**src/hdl/srac_pkg.sv**
```systemverilog
/*
 Constants for the host-side secure region controller: flash command
 addresses and data, region bounds and bus timing counts.
 Assumes a 100 MHz clock and a word-wide asynchronous flash bus.
*/
package srac_pkg;
   localparam int CLK_PERIOD_NS = 10;
   // Unlock and command sequence addresses and data.
   localparam logic [10:0] ADDR_UNLOCK1 = 11'h555;
   localparam logic [10:0] ADDR_UNLOCK2 = 11'h2AA;
   localparam logic [10:0] ADDR_EXIT4 = 11'h000;
   localparam logic [15:0] DATA_UNLOCK1 = 16'h00AA;
   localparam logic [15:0] DATA_UNLOCK2 = 16'h0055;
   localparam logic [15:0] DATA_ENTRY = 16'h0088;
   localparam logic [15:0] DATA_EXIT3 = 16'h0090;
   localparam logic [15:0] DATA_EXIT4 = 16'h0000;
   localparam logic [15:0] DATA_PROG_SETUP = 16'h00A0;
   // Secure region layout in words.
   localparam int REGION_WORDS = 128;
   localparam logic [6:0] SERIAL_LAST = 7'h07;
   // Identification-mode lock indicator location and bit.
   localparam logic [10:0] ADDR_LOCK_IND = 11'h003;
   localparam int LOCK_IND_BIT = 7;
   // Bus timing: strobes held longer than the glitch filter width.
   localparam int GLITCH_NS = 5;
   localparam int STROBE_NS = 40;
   localparam int STROBE_CYC = (STROBE_NS + CLK_PERIOD_NS - 1) / CLK_PERIOD_NS;
   localparam int RESET_MIN_NS = 500;
   localparam int RESET_CYC = (RESET_MIN_NS + CLK_PERIOD_NS - 1)
      / CLK_PERIOD_NS;
   localparam logic [7:0] STROBE_CNT = 8'(STROBE_CYC);
   localparam logic [7:0] RESET_CNT = 8'(RESET_CYC);
   // Host command codes.
   typedef enum logic [2:0] {
      SRAC_CMD_READ = 3'b000,
      SRAC_CMD_ENTER = 3'b001,
      SRAC_CMD_EXIT = 3'b010,
      SRAC_CMD_PROG = 3'b011,
      SRAC_CMD_RESET = 3'b100
   } srac_cmd_t;
endpackage : srac_pkg

```
**src/hdl/srac_cyc_if.sv**
```systemverilog
/*
 Interface carrying one bus cycle request from the sequencer to the
 cycle engine, and its completion back.
 Assumes both ends share the single system clock.
*/
`timescale 1ns/10ps
interface srac_cyc_if;
   logic start;
   logic write;
   logic [21:0] addr;
   logic [15:0] wdata;
   logic done;
   logic [15:0] rdata;
   modport seq (output start, output write, output addr, output wdata,
      input done, input rdata);
   modport eng (input start, input write, input addr, input wdata,
      output done, output rdata);
endinterface : srac_cyc_if

```
**src/hdl/srac_cycle.sv**
```systemverilog
/*
 Cycle engine: runs one asynchronous read or write cycle on the flash
 pins with strobes held well past the device glitch filter.
 Assumes the flash data bus is shared and turned round by output enable.
*/
`timescale 1ns/10ps
module srac_cycle
   import srac_pkg::*;
(
   // Clock and reset.
   input wire logic clock,
   input wire logic reset,
   // Request side.
   srac_cyc_if.eng cyc,
   // Flash strobes and data pins.
   output logic ce_n_q,
   output logic oe_n_q,
   output logic we_n_q,
   output logic [21:0] addr_q,
   output logic [15:0] dq_out_q,
   output logic dq_oe_q,
   input wire logic [15:0] dq_in
);
   logic [7:0] cnt_q;
   logic busy_q;
   logic done_q;
   logic [15:0] rdata_q;

   assign cyc.done = done_q;
   assign cyc.rdata = rdata_q;

   ////////////////////////////////////////////////////////////////////////
   // Strobe timing. Strobes stay low for STROBE_CNT + 1 cycles, far above the
   // glitch width, so every write is seen as a real cycle.
   always_ff @(posedge clock) begin
      done_q <= 1'b0;
      if (reset) begin
         busy_q <= 1'b0;
         cnt_q <= 8'h00;
         ce_n_q <= 1'b1;
         oe_n_q <= 1'b1;
         we_n_q <= 1'b1;
         addr_q <= '0;
         dq_out_q <= 16'h0000;
         dq_oe_q <= 1'b0;
         rdata_q <= 16'h0000;
      end else if (!busy_q && cyc.start) begin
         busy_q <= 1'b1;
         cnt_q <= STROBE_CNT;
         ce_n_q <= 1'b0;
         oe_n_q <= cyc.write;
         we_n_q <= !cyc.write;
         addr_q <= cyc.addr;
         dq_out_q <= cyc.wdata;
         dq_oe_q <= cyc.write; // Never drive while the flash may drive.
      end else if (busy_q) begin
         if (cnt_q != 8'h00) begin
            cnt_q <= cnt_q - 8'h01;
         end else begin
            // Write data is latched by the flash on the rising strobe.
            busy_q <= 1'b0;
            done_q <= 1'b1;
            ce_n_q <= 1'b1;
            oe_n_q <= 1'b1;
            we_n_q <= 1'b1;
            dq_oe_q <= 1'b0;
            rdata_q <= dq_in;
         end
      end
   end
endmodule : srac_cycle

```
**src/hdl/srac_host.sv**
```systemverilog
/*
 Host controller for a flash secure region: issues entry, exit, word
 program and read sequences, and a timed hardware reset pulse.
 Assumes the flash pins attach directly and the supply is above lockout.
*/
`timescale 1ns/10ps
// How it works
// Secure region is 128 words; reads beyond it give undefined data.
// Lock indicator is bit 7 of identification address 03h.
// After power-up or reset the device reads the normal array.
// In secure mode lowest sector addresses map onto the secure region.
// Secure region refused while a program or erase runs.
// No accelerated or unlock-bypass programming in secure mode.
// Entry: 555h/AAh, 2AAh/55h, 555h/88h.
// Exit: 555h/AAh, 2AAh/55h, 555h/90h, 000h/00h.
// Program: two unlocks, 555h/A0h, then target address and data.
// Secure mode persists until exit or power loss.
// Factory-locked part stays protected, indicator fixed at 1.
// Words 0-7 hold serial number; 8-7Fh are customer space.
// Customer part programs and locks once; locked indicator reads 0.
// Below lockout voltage all writes are ignored.
// Strobe pulses under 5 ns do not start a write.
// Power-up write inhibit; state machine starts in read mode.
// Deselected device tristates outputs; running operations finish.
// Stable address enters auto sleep; output data stays valid.
// Reset low for the minimum width aborts and returns to read.
// Output enable high tristates data, except ready/busy.
// Host restarts an operation interrupted by reset. This host does not restart it; the caller must reissue it.
// Mismatched command cycle abandons the sequence.
module srac_host
   import srac_pkg::*;
(
   // Clock and reset.
   input wire logic clock,
   input wire logic reset,
   // Command port.
   input wire logic cmd_valid,
   input wire logic [2:0] cmd_code,
   input wire logic [21:0] cmd_addr,
   input wire logic [15:0] cmd_wdata,
   output logic cmd_ready_q,
   output logic rsp_valid_q,
   output logic [15:0] rsp_rdata_q,
   output logic rsp_error_q,
   output logic secure_mode_q,
   // Flash pins.
   output logic ce_n_q,
   output logic oe_n_q,
   output logic we_n_q,
   output logic reset_n_q,
   output logic [21:0] addr_q,
   output logic [15:0] dq_out_q,
   output logic dq_oe_q,
   input wire logic [15:0] dq_in,
   input wire logic ready_busy_n
);
   typedef enum logic [2:0] {
      SRAC_IDLE = 3'b000,
      SRAC_RUN = 3'b001,
      SRAC_WAIT = 3'b010,
      SRAC_RST = 3'b011,
      SRAC_DONE = 3'b100
   } srac_state_t;

   srac_state_t state_q;
   srac_cmd_t op_q;
   logic [2:0] step_q;
   logic [21:0] taddr_q;
   logic [15:0] tdata_q;
   logic [7:0] rcnt_q;
   logic start_q;
   logic rb_q;
   logic busy_seen_q;
   logic [21:0] seq_addr;
   logic [15:0] seq_data;
   logic seq_write;
   logic seq_last;

   srac_cyc_if cyc ();

   srac_cycle u_cycle (
      .clock(clock),
      .reset(reset),
      .cyc(cyc.eng),
      .ce_n_q(ce_n_q),
      .oe_n_q(oe_n_q),
      .we_n_q(we_n_q),
      .addr_q(addr_q),
      .dq_out_q(dq_out_q),
      .dq_oe_q(dq_oe_q),
      .dq_in(dq_in)
   );

   // Widen an 11-bit command address to the full word address.
   function automatic logic [21:0] cmd_a(input logic [10:0] a);
      return {11'h000, a};
   endfunction : cmd_a

   ////////////////////////////////////////////////////////////////////////
   // Sequence table: address and data for each step of each operation.
   always_comb begin
      seq_addr = cmd_a(ADDR_UNLOCK1);
      seq_data = DATA_UNLOCK1;
      seq_write = 1'b1;
      seq_last = 1'b0;
      case (step_q)
         3'd0: begin
            seq_addr = (op_q == SRAC_CMD_READ) ? taddr_q
               : cmd_a(ADDR_UNLOCK1);
            seq_write = (op_q != SRAC_CMD_READ);
            seq_last = (op_q == SRAC_CMD_READ);
         end
         3'd1: begin
            seq_addr = cmd_a(ADDR_UNLOCK2);
            seq_data = DATA_UNLOCK2;
         end
         3'd2: begin
            case (op_q)
               SRAC_CMD_ENTER: seq_data = DATA_ENTRY;
               SRAC_CMD_EXIT: seq_data = DATA_EXIT3;
               default: seq_data = DATA_PROG_SETUP;
            endcase
            seq_last = (op_q == SRAC_CMD_ENTER);
         end
         3'd3: begin
            // Program target, or the exit's 000h/00h cycle; no bypass or accelerated form is used.
            seq_addr = (op_q == SRAC_CMD_EXIT) ? cmd_a(ADDR_EXIT4)
               : taddr_q;
            seq_data = (op_q == SRAC_CMD_EXIT) ? DATA_EXIT4 : tdata_q;
            seq_last = 1'b1;
         end
         default: begin
            seq_last = 1'b1;
         end
      endcase
   end

   assign cyc.start = start_q;
   assign cyc.write = seq_write;
   assign cyc.addr = seq_addr;
   assign cyc.wdata = seq_data;

   ////////////////////////////////////////////////////////////////////////
   // Ready/busy is sampled so a program is waited out before the next
   // command; secure region access during a program would be refused.
   always_ff @(posedge clock) begin
      if (reset) begin
         rb_q <= 1'b1;
      end else begin
         rb_q <= ready_busy_n;
      end
   end

   ////////////////////////////////////////////////////////////////////////
   // Main sequencer.
   always_ff @(posedge clock) begin
      start_q <= 1'b0;
      rsp_valid_q <= 1'b0;
      if (reset) begin
         state_q <= SRAC_RST;
         op_q <= SRAC_CMD_READ;
         step_q <= 3'd0;
         taddr_q <= '0;
         tdata_q <= 16'h0000;
         rcnt_q <= RESET_CNT;
         reset_n_q <= 1'b0; // Power-up: hold the flash in reset.
         cmd_ready_q <= 1'b0;
         rsp_rdata_q <= 16'h0000;
         rsp_error_q <= 1'b0;
         secure_mode_q <= 1'b0;
         busy_seen_q <= 1'b0;
      end else begin
         case (state_q)
            SRAC_IDLE: begin
               if (cmd_valid) begin
                  cmd_ready_q <= 1'b0;
                  op_q <= srac_cmd_t'(cmd_code);
                  taddr_q <= cmd_addr;
                  tdata_q <= cmd_wdata;
                  step_q <= 3'd0;
                  rsp_error_q <= 1'b0;
                  if (srac_cmd_t'(cmd_code) == SRAC_CMD_RESET) begin
                     state_q <= SRAC_RST;
                     rcnt_q <= RESET_CNT;
                     reset_n_q <= 1'b0;
                  end else if (srac_cmd_t'(cmd_code) == SRAC_CMD_PROG
                     && secure_mode_q
                     && cmd_addr[21:7] != 15'h0000) begin
                     // Beyond the 128-word region: refused here.
                     rsp_error_q <= 1'b1;
                     state_q <= SRAC_DONE;
                  end else begin
                     start_q <= 1'b1;
                     state_q <= SRAC_RUN;
                  end
               end
            end
            SRAC_RUN: begin
               if (cyc.done) begin
                  if (seq_last) begin
                     rsp_rdata_q <= cyc.rdata;
                     if (op_q == SRAC_CMD_ENTER) begin
                        secure_mode_q <= 1'b1;
                     end
                     if (op_q == SRAC_CMD_EXIT) begin
                        secure_mode_q <= 1'b0;
                     end
                     busy_seen_q <= 1'b0;
                     rcnt_q <= RESET_CNT; // Fresh wait budget per program.
                     state_q <= (op_q == SRAC_CMD_PROG) ? SRAC_WAIT
                        : SRAC_DONE;
                  end else begin
                     step_q <= step_q + 3'd1;
                     start_q <= 1'b1;
                  end
               end
            end
            SRAC_WAIT: begin
               // Program runs; a locked region never goes busy, so the wait ends on the rcnt_q timer.
               if (!rb_q) begin
                  busy_seen_q <= 1'b1;
               end
               if (rb_q && (busy_seen_q || rcnt_q == 8'h00)) begin
                  state_q <= SRAC_DONE;
               end
               if (rcnt_q != 8'h00) begin
                  rcnt_q <= rcnt_q - 8'h01;
               end
            end
            SRAC_RST: begin
               // Pulse long enough to abort the device; it returns to
               // array read, so secure mode is gone and the caller
               // must reissue any cut-off operation.
               secure_mode_q <= 1'b0;
               if (rcnt_q != 8'h00) begin
                  rcnt_q <= rcnt_q - 8'h01;
               end else begin
                  reset_n_q <= 1'b1;
                  rcnt_q <= RESET_CNT;
                  state_q <= SRAC_DONE;
               end
            end
            SRAC_DONE: begin
               rsp_valid_q <= 1'b1;
               cmd_ready_q <= 1'b1;
               state_q <= SRAC_IDLE;
            end
            default: begin
               state_q <= SRAC_IDLE;
            end
         endcase
      end
   end
endmodule : srac_host

```
**config.mk**
```make
export PLATFORM = sky130hd
export DESIGN_NAME = srac_host
export DESIGN_NICKNAME = d
export VERILOG_FILES = /design/src/hdl/srac_pkg.sv /design/src/hdl/srac_cyc_if.sv /design/src/hdl/srac_cycle.sv /design/src/hdl/srac_host.sv
export SDC_FILE = /design/constraint.sdc
export NUM_CORES = 1
export LEC_CHECK = 0
export BUFFER_PORTS_ARGS = -buffer_cell sky130_fd_sc_hd__buf_2
export CAP_MARGIN = 40
export CORE_UTILIZATION = 25
export DETAILED_ROUTE_END_ITERATION = 10
export PLACE_DENSITY = 0.55
export SYNTH_ARGS = -nofsm -noshare
export SYNTH_HDL_FRONTEND = slang
export SYNTH_SLANG_ARGS = --single-unit
```
**constraint.sdc**
```tcl
create_clock -name clock -period 2.25 [get_ports clock]
set_input_delay 0.3375 -clock clock [delete_from_list [all_inputs] [get_ports clock]]
set_output_delay 0.3375 -clock clock [all_outputs]
set_load 0.005 [all_outputs]
```
After elaboration in Yosys (flattened, before gate mapping)
Cells that the tools add are included.
{"block": "word_totals", "in_bits": 61, "mem_count": 0, "word_cells": 160, "latchBits": 0, "romBits": 0, "ff_bits": 147, "ram_bits": 0}
{"block": "classes", "n_reduce_logical": 38, "mux": 67, "eq_ne": 23, "order_cmp": 0, "n_div": 0, "multipliers": 0, "n_shift": 0, "bitwise_logic": 3, "n_addsub": 3}
{"op": "case mux 22 bit (3 select lines)", "n": 1}
{"op": "two-way mux 8 bit", "n": 6}
{"op": "case mux 16 bit (3 select lines)", "n": 1}
{"op": "two-way mux 22 bit", "n": 2}
{"op": "two-way mux 3 bit", "n": 14}
{"op": "two-way mux 1 bit", "n": 32}
{"op": "case mux 8 bit (4 select lines)", "n": 1}
{"op": "== test 3 x 2 -> 1 bit (second input constant)", "n": 7}
{"op": "two-way mux 16 bit", "n": 1}
{"op": "inequality test 2 bit (second input constant)", "n": 8}
{"op": "AND reduction 4 bit", "n": 4}
{"op": "nonzero test 8 bit", "n": 2}
{"op": "subtractor 8 x 1 -> 8 bit (second input constant)", "n": 2}
{"op": "nonzero test 15 bit", "n": 1}
{"op": "nonzero test 2 bit", "n": 7}
{"op": "case mux 3 bit (4 select lines)", "n": 1}
{"op": "case mux 6 bit (2 select lines)", "n": 1}
{"op": "case mux 1 bit (2 select lines)", "n": 5}
{"op": "AND reduction 2 bit", "n": 5}
{"op": "== test 3 x 1 -> 1 bit (second input constant)", "n": 3}
{"op": "logical NOT 3 bit", "n": 3}
{"op": "logical NOT 8 bit", "n": 1}
{"op": "== test 3 bit (second input constant)", "n": 2}
{"op": "case mux 3 bit (2 select lines)", "n": 1}
{"op": "15 further kinds", "n": 23}

Depth between registers and ports, before layout
{"block": "depth", "ltp_word": 7, "depth_mapped": 9, "ltp_nobuf": 7}

Modules after synthesis
From an unflattened synthesis, not the netlist that was laid out.
{"block": "hier_totals", "cells_unflattened": 799, "hier_area_um2": 6444.9}
{"module": "srac_host", "area_per_inst_um2": 3788.6, "cells_each": 485, "n_inst": 1}
{"module": "srac_cycle", "area_per_inst_um2": 2656.3, "cells_each": 314, "n_inst": 1}

Least setup slack after synthesis
No wires, ideal clock.
{"block": "synth_timing", "path_type": "reg-to-reg", "startpoint": "register step_q[0]", "endpoint": "register rsp_rdata_q[0]", "stages_incl_launch_ff": 10, "synth_period_minus_slack_ps": 2087, "path_buffers": 2, "slack_ps": 163, "arrival_ps": 1960, "t_required_ps": 2122, "cell_sequence": "dfxtp_1 -> inv_1 -> ha_1 -> or3_1 -> o211ai_2 -> and3_1 -> buf_4 -> buf_6 -> mux2i_1 -> nor2_1"}
{"block": "synth_via", "elab_chain_cells": 3, "word_cells_on_any_way": 5, "classes_between": "eq/ne (2); mux (1); reduce/logical (2)"}
{"item": "start, declared", "line_no": "srac_host.sv:67", "text": "logic [2:0] step_q;"}
{"item": "start signal, assigned", "line_no": "srac_host.sv:213", "text": "step_q <= step_q + 3'd1;"}
{"item": "== test 3 x 2 -> 1 bit, or another cell as far along", "line_no": "srac_host.sv:106", "text": "case (step_q)"}
{"item": "case mux 1 bit (3 select lines) *", "line_no": "srac_host.sv:106"}
{"item": "AND reduction 3 bit (no line) *"}
{"item": "end signal, assigned", "line_no": "srac_host.sv:201", "text": "rsp_rdata_q <= cyc.rdata;"}
{"item": "end, declared", "line_no": "srac_host.sv:43", "text": "output logic [15:0] rsp_rdata_q,"}
Every way passes the cells marked *; elsewhere a longest branch is shown, timed or not.
A chain may end at the register's enable or synchronous reset.

Worst setup path after layout
{"block": "layout_timing", "startpoint": "register step_q[0]", "endpoint": "register start_q, in the netlist cyc.start"}
{"block": "layout_via", "elab_chain_cells": 5, "word_cells_on_any_way": 7, "classes_between": "eq/ne (2); mux (4); reduce/logical (1)"}
{"item": "== test 3 x 2 -> 1 bit, or another cell as far along", "line_no": "srac_host.sv:106"}
{"item": "case mux 1 bit (3 select lines) *", "line_no": "srac_host.sv:106"}
{"item": "two-way mux 1 bit *", "line_no": "srac_host.sv:200", "text": "if (seq_last) begin"}
{"item": "two-way mux 1 bit *", "line_no": "srac_host.sv:199", "text": "if (cyc.done) begin"}
{"item": "case mux 1 bit (2 select lines) *", "line_no": "srac_host.sv:173", "text": "case (state_q)"}
{"item": "end signal, assigned", "line_no": "srac_host.sv:157", "text": "start_q <= 1'b0;"}
{"item": "end signal, assigned", "line_no": "srac_host.sv:193", "text": "start_q <= 1'b1;"}
{"item": "end signal, assigned", "line_no": "srac_host.sv:214", "text": "start_q <= 1'b1;"}
{"item": "end, declared", "line_no": "srac_host.sv:71", "text": "logic start_q;"}
Marks and branches as above.

==> out/qor.csv <==
metric,value,unit
hold crit path type,in2reg,
weighted congestion reported at the end of routability-driven placement,0.7966,
most frequently used flop master after synthesis,dfxtp_1,
power per cell area,935.8,mW/mm^2
Static Leak,3.035,nW
n_diodes,0,
number of buffers inserted during clock tree synthesis,17,
WP data required,2.57,ns
switching portion of total power,28.87,%
# clock sinks,147,
Post-synth ARST share,0,%
longest individual stage delay on the worst path,0.44,ns
standard cell with the maximum stage delay on the critical path,or3_1,
accumulated negative setup slack,0,ns
layout-stage area growth over the synthesis result,30.12,%
global-route wire length before repair,25070,um
antenna violations before repair,0,
minimum clock period,2.134,ns
Filler Cells Inserted,2392,
setup repair after global routing missed its margin,true,
transition time at the pin with the least slew margin,0.5857,ns
final worst clock skew,0.007691,ns
average vias per placed instance,4.512,
number of violations of the max-capacitance limit,0,
clock slew seen by the registers of the worst setup and hold paths,0.06,ns
cell types with the largest area share after synthesis,"dfxtp_1, nand2_1, a21oi_1",
VDD IR max,0.5961,mV
cells along the critical path,inv_1 > ha_1 > or3_1 > o2111ai_4 > o211a_4 > nand4_1 > a2111oi_2,
largest net degree at the start of global routing,85,
max_slew headroom,60.95,%
ratio of cells with drive above 1 in the final layout,24.94,%
first-pass iteration count of the detailed router,5,
part of the power in combinational logic,16.5,%
Post-CTS Hold Fix Bufs,0,
starting density of the core,25.66,%
setup slack of the worst register-to-register path,0.12,ns
final HPWL from detailed placement,10330,um
iteration-0 DRC count of the detailed router,219,
net count of the finished layout,870,
setup violation total in the final timing report,0,
depth of the CTS H-tree,4,
critical path capture point type,register,
via count,5085,
data arrival time at the worst-slack endpoint,2.45,ns
floorplan die height,154.9,um
mapped cell area,0.005844,sq mm
switching pwr,2.054,mW
count of unique library cells instantiated by Yosys,63,
Syn Inst Count,668,
CP top delay family,compound AO/OA/AOI/OAI gates,
Final Hold Slack,0.1033,ns
cell row count,55,
number of warnings reported in the yosys synthesis log,0,
final routed wire length divided by cell count,13.52,um
CP Launch Type,register,
highest attainable clock frequency,468.6,MHz
Sequential Power Share,40.6,%
Die Span X,154.9,um
synthesized area per cell,8.749,sq um
largest area contributor in the netlist,dfxtp_1,
clock share of power,42.9,%
CTS Buffer Depth,2,
worst setup path category,reg2reg,
floorplan core area,0.02278,sq mm
total wire length after detailed routing,15240,um
cell-internal power,5.062,mW
number of nets with antenna violations after routing,0,
GRT Total Usage,13.17,%
later-pin clock latency in the skew report,0.43,ns
count of flip-flops with a built-in enable after synthesis,0,
vias in the first global route,4964,
Crit Path Max Fanout,7,
CTS Root Buffer Type,clkbuf_16,
share of Yosys cell area claimed by the top area cell type,50.35,%
# port buffers,123,
sum of buffers and inverters on the critical path,1,
final hold vios,0,
total I/O pin count,124,
fraction of the cycle the final worst path needs,94.84,%
sequential cell area fraction in the yosys report,50.35,%
detailed-route DRC error count,0,
outcome,completed,
floorplan die area,0.02399,sq mm
"flops & latches, synth",147,
clock tree from TritonCTS,yes,
grt ovf,0,
number of pins with negative max-slew slack in the final report,0,
syn_nets,737,
## synthesized netlist by cell type, types with 4 or more instances
| master | instances |
|---|---|
| nand3_1 | 8 |
| or3_1 | 4 |
| inv_1 | 13 |
| nor4_1 | 5 |
| xor2_1 | 8 |
| nand4_1 | 6 |
| nor2b_1 | 6 |
| o21ai_0 | 23 |
| and2_1 | 4 |
| mux2i_1 | 18 |
| a211oi_1 | 5 |
| ha_1 | 8 |
| a22o_1 | 19 |
| a21oi_1 | 83 |
| nand2b_1 | 6 |
| buf_4 | 4 |
| clkbuf_1 | 25 |
| nor2_1 | 58 |
| nor3_1 | 13 |
| dfxtp_1 | 147 |
| o21ai_1 | 4 |
| buf_2 | 9 |
| nand2_1 | 133 |
## layout make-up
type	count	area [sq um]	share of cell area [%]
clock inverters	15	211.5	2.781
well taps	313	391.6	5.150
inverters	15	56.30	0.7404
clock buffers	17	425.4	5.594
repair buffers	153	900.9	11.85
flip-flops and latches	147	2944	38.71
multi-input cells	467	2675	35.18
## sequential cells by signal, indices dropped and copies added (netlist names), 3 cells and up
name               count
step_q                 3
u_cycle.cyc.rdata     16
op_q                   3
state_q                3
rsp_rdata_q           16
u_cycle.addr_q        22
taddr_q               22
tdata_q               16
u_cycle.dq_out_q      16
u_cycle.cnt_q          8
rcnt_q                 8
## layout by cell type (no fill, tap or decap), types with 3 or more instances in the layout
cell type and n:
nor2b_1 6, a31oi_1 3, inv_8 4, nor2_1 57
mux2i_1 18, bufinv_16 3, and2_1 4, ha_1 8
buf_12 4, a22o_1 19, clkbuf_16 17, dfxtp_1 146
nor4b_1 3, nand2b_1 6, inv_6 5, a21oi_1 83
a211oi_1 5, inv_1 13, buf_2 122, nand3_1 8
o21ai_0 23, a2bb2oi_1 3, o21ai_1 4, nor3_1 13
nor4_1 5, nand2_1 133, xor2_1 8, or3_1 4
nand4_1 6, nand3b_1 3, buf_4 26
## power by group through the flow
stage / logic [mW] / clock network (mW) / registers [mW]
after floorplan: 0.794 / 0 / 2.87
after global placement: 1.10 / 0 / 2.95
after detailed placement: 1.11 / 0 / 2.95
after CTS: 1.12 / 3.13 / 2.89
after global routing: 1.32 / 3.24 / 2.91
final: 1.17 / 3.05 / 2.89
## metrics by stage
step           setup slack [ns]  area [sq um]  std cells  utilization (%)  power, mW
2_1_floorplan            0.1627          5844        668                -      3.662
3_3_place_gp             0.1153          6929       1092            30.42      4.047
3_5_place_dp            0.06860          6944       1093            30.49      4.057
4_1_cts                 0.03661          7581       1125            33.28      7.134
5_1_grt                -0.01236          7605       1127            33.39      7.470
6_report                 0.1162          7605       1127            33.39      7.117
## worst reg2reg max path, stage by stage (launching register included)
cell and delay [ns]:
dfxtp_1 0.39, inv_1 0.10, ha_1 0.21, or3_1 0.44
o2111ai_4 0.16, o211a_4 0.25, nand4_1 0.11, a2111oi_2 0.38
## layer usage
metal / vias to the layer above / share of wire [%] / track usage (%) / wire length, um
met5: - / 0 / 0 / 0
met4: 0 / 1.4 / 4.526 / 214
met3: 15 / 6.9 / 4.457 / 1048
met2: 137 / 44 / 20.72 / 6635
met1: 2352 / 48 / 16.75 / 7343
li1: 2581 / - / - / -
## final timing paths
check,cells past startpoint,startpoint,end
worst max-delay path,7,step_q[0]$_SDFFE_PP0P_,cyc.start$_SDFF_PP0_
worst min-delay path,2,ready_busy_n,rb_q$_SDFF_PP1_
worst max register to register,7,step_q[0]$_SDFFE_PP0P_,cyc.start$_SDFF_PP0_
worst min register to register,2,u_cycle.addr_q[9]$_SDFFE_PP0P_,u_cycle.addr_q[9]$_SDFFE_PP0P_
## logic make-up (layout without fill, tap and decap cells)
kind of cell | after synthesis | after routing | share of synthesized area, %
xor gates and xnor gates | 10 | 10 | 1.499
DFF | 147 | 147 | 50.35
adders and majority gates | 8 | 8 | 1.713
and+or+nand+nor | 266 | 266 | 20.87
AOI/OAI and AO/OA | 164 | 164 | 18.05
muxes | 19 | 19 | 3.468
buffers and inverters | 54 | 200 | 4.046
## timing repair
action,in CTS,in global routing
buffers inserted,0,2
hold endpoints to repair,0,0
resized for setup,0,2
setup endpoints to repair,0,4
Power figures use the tool's default switching activity.
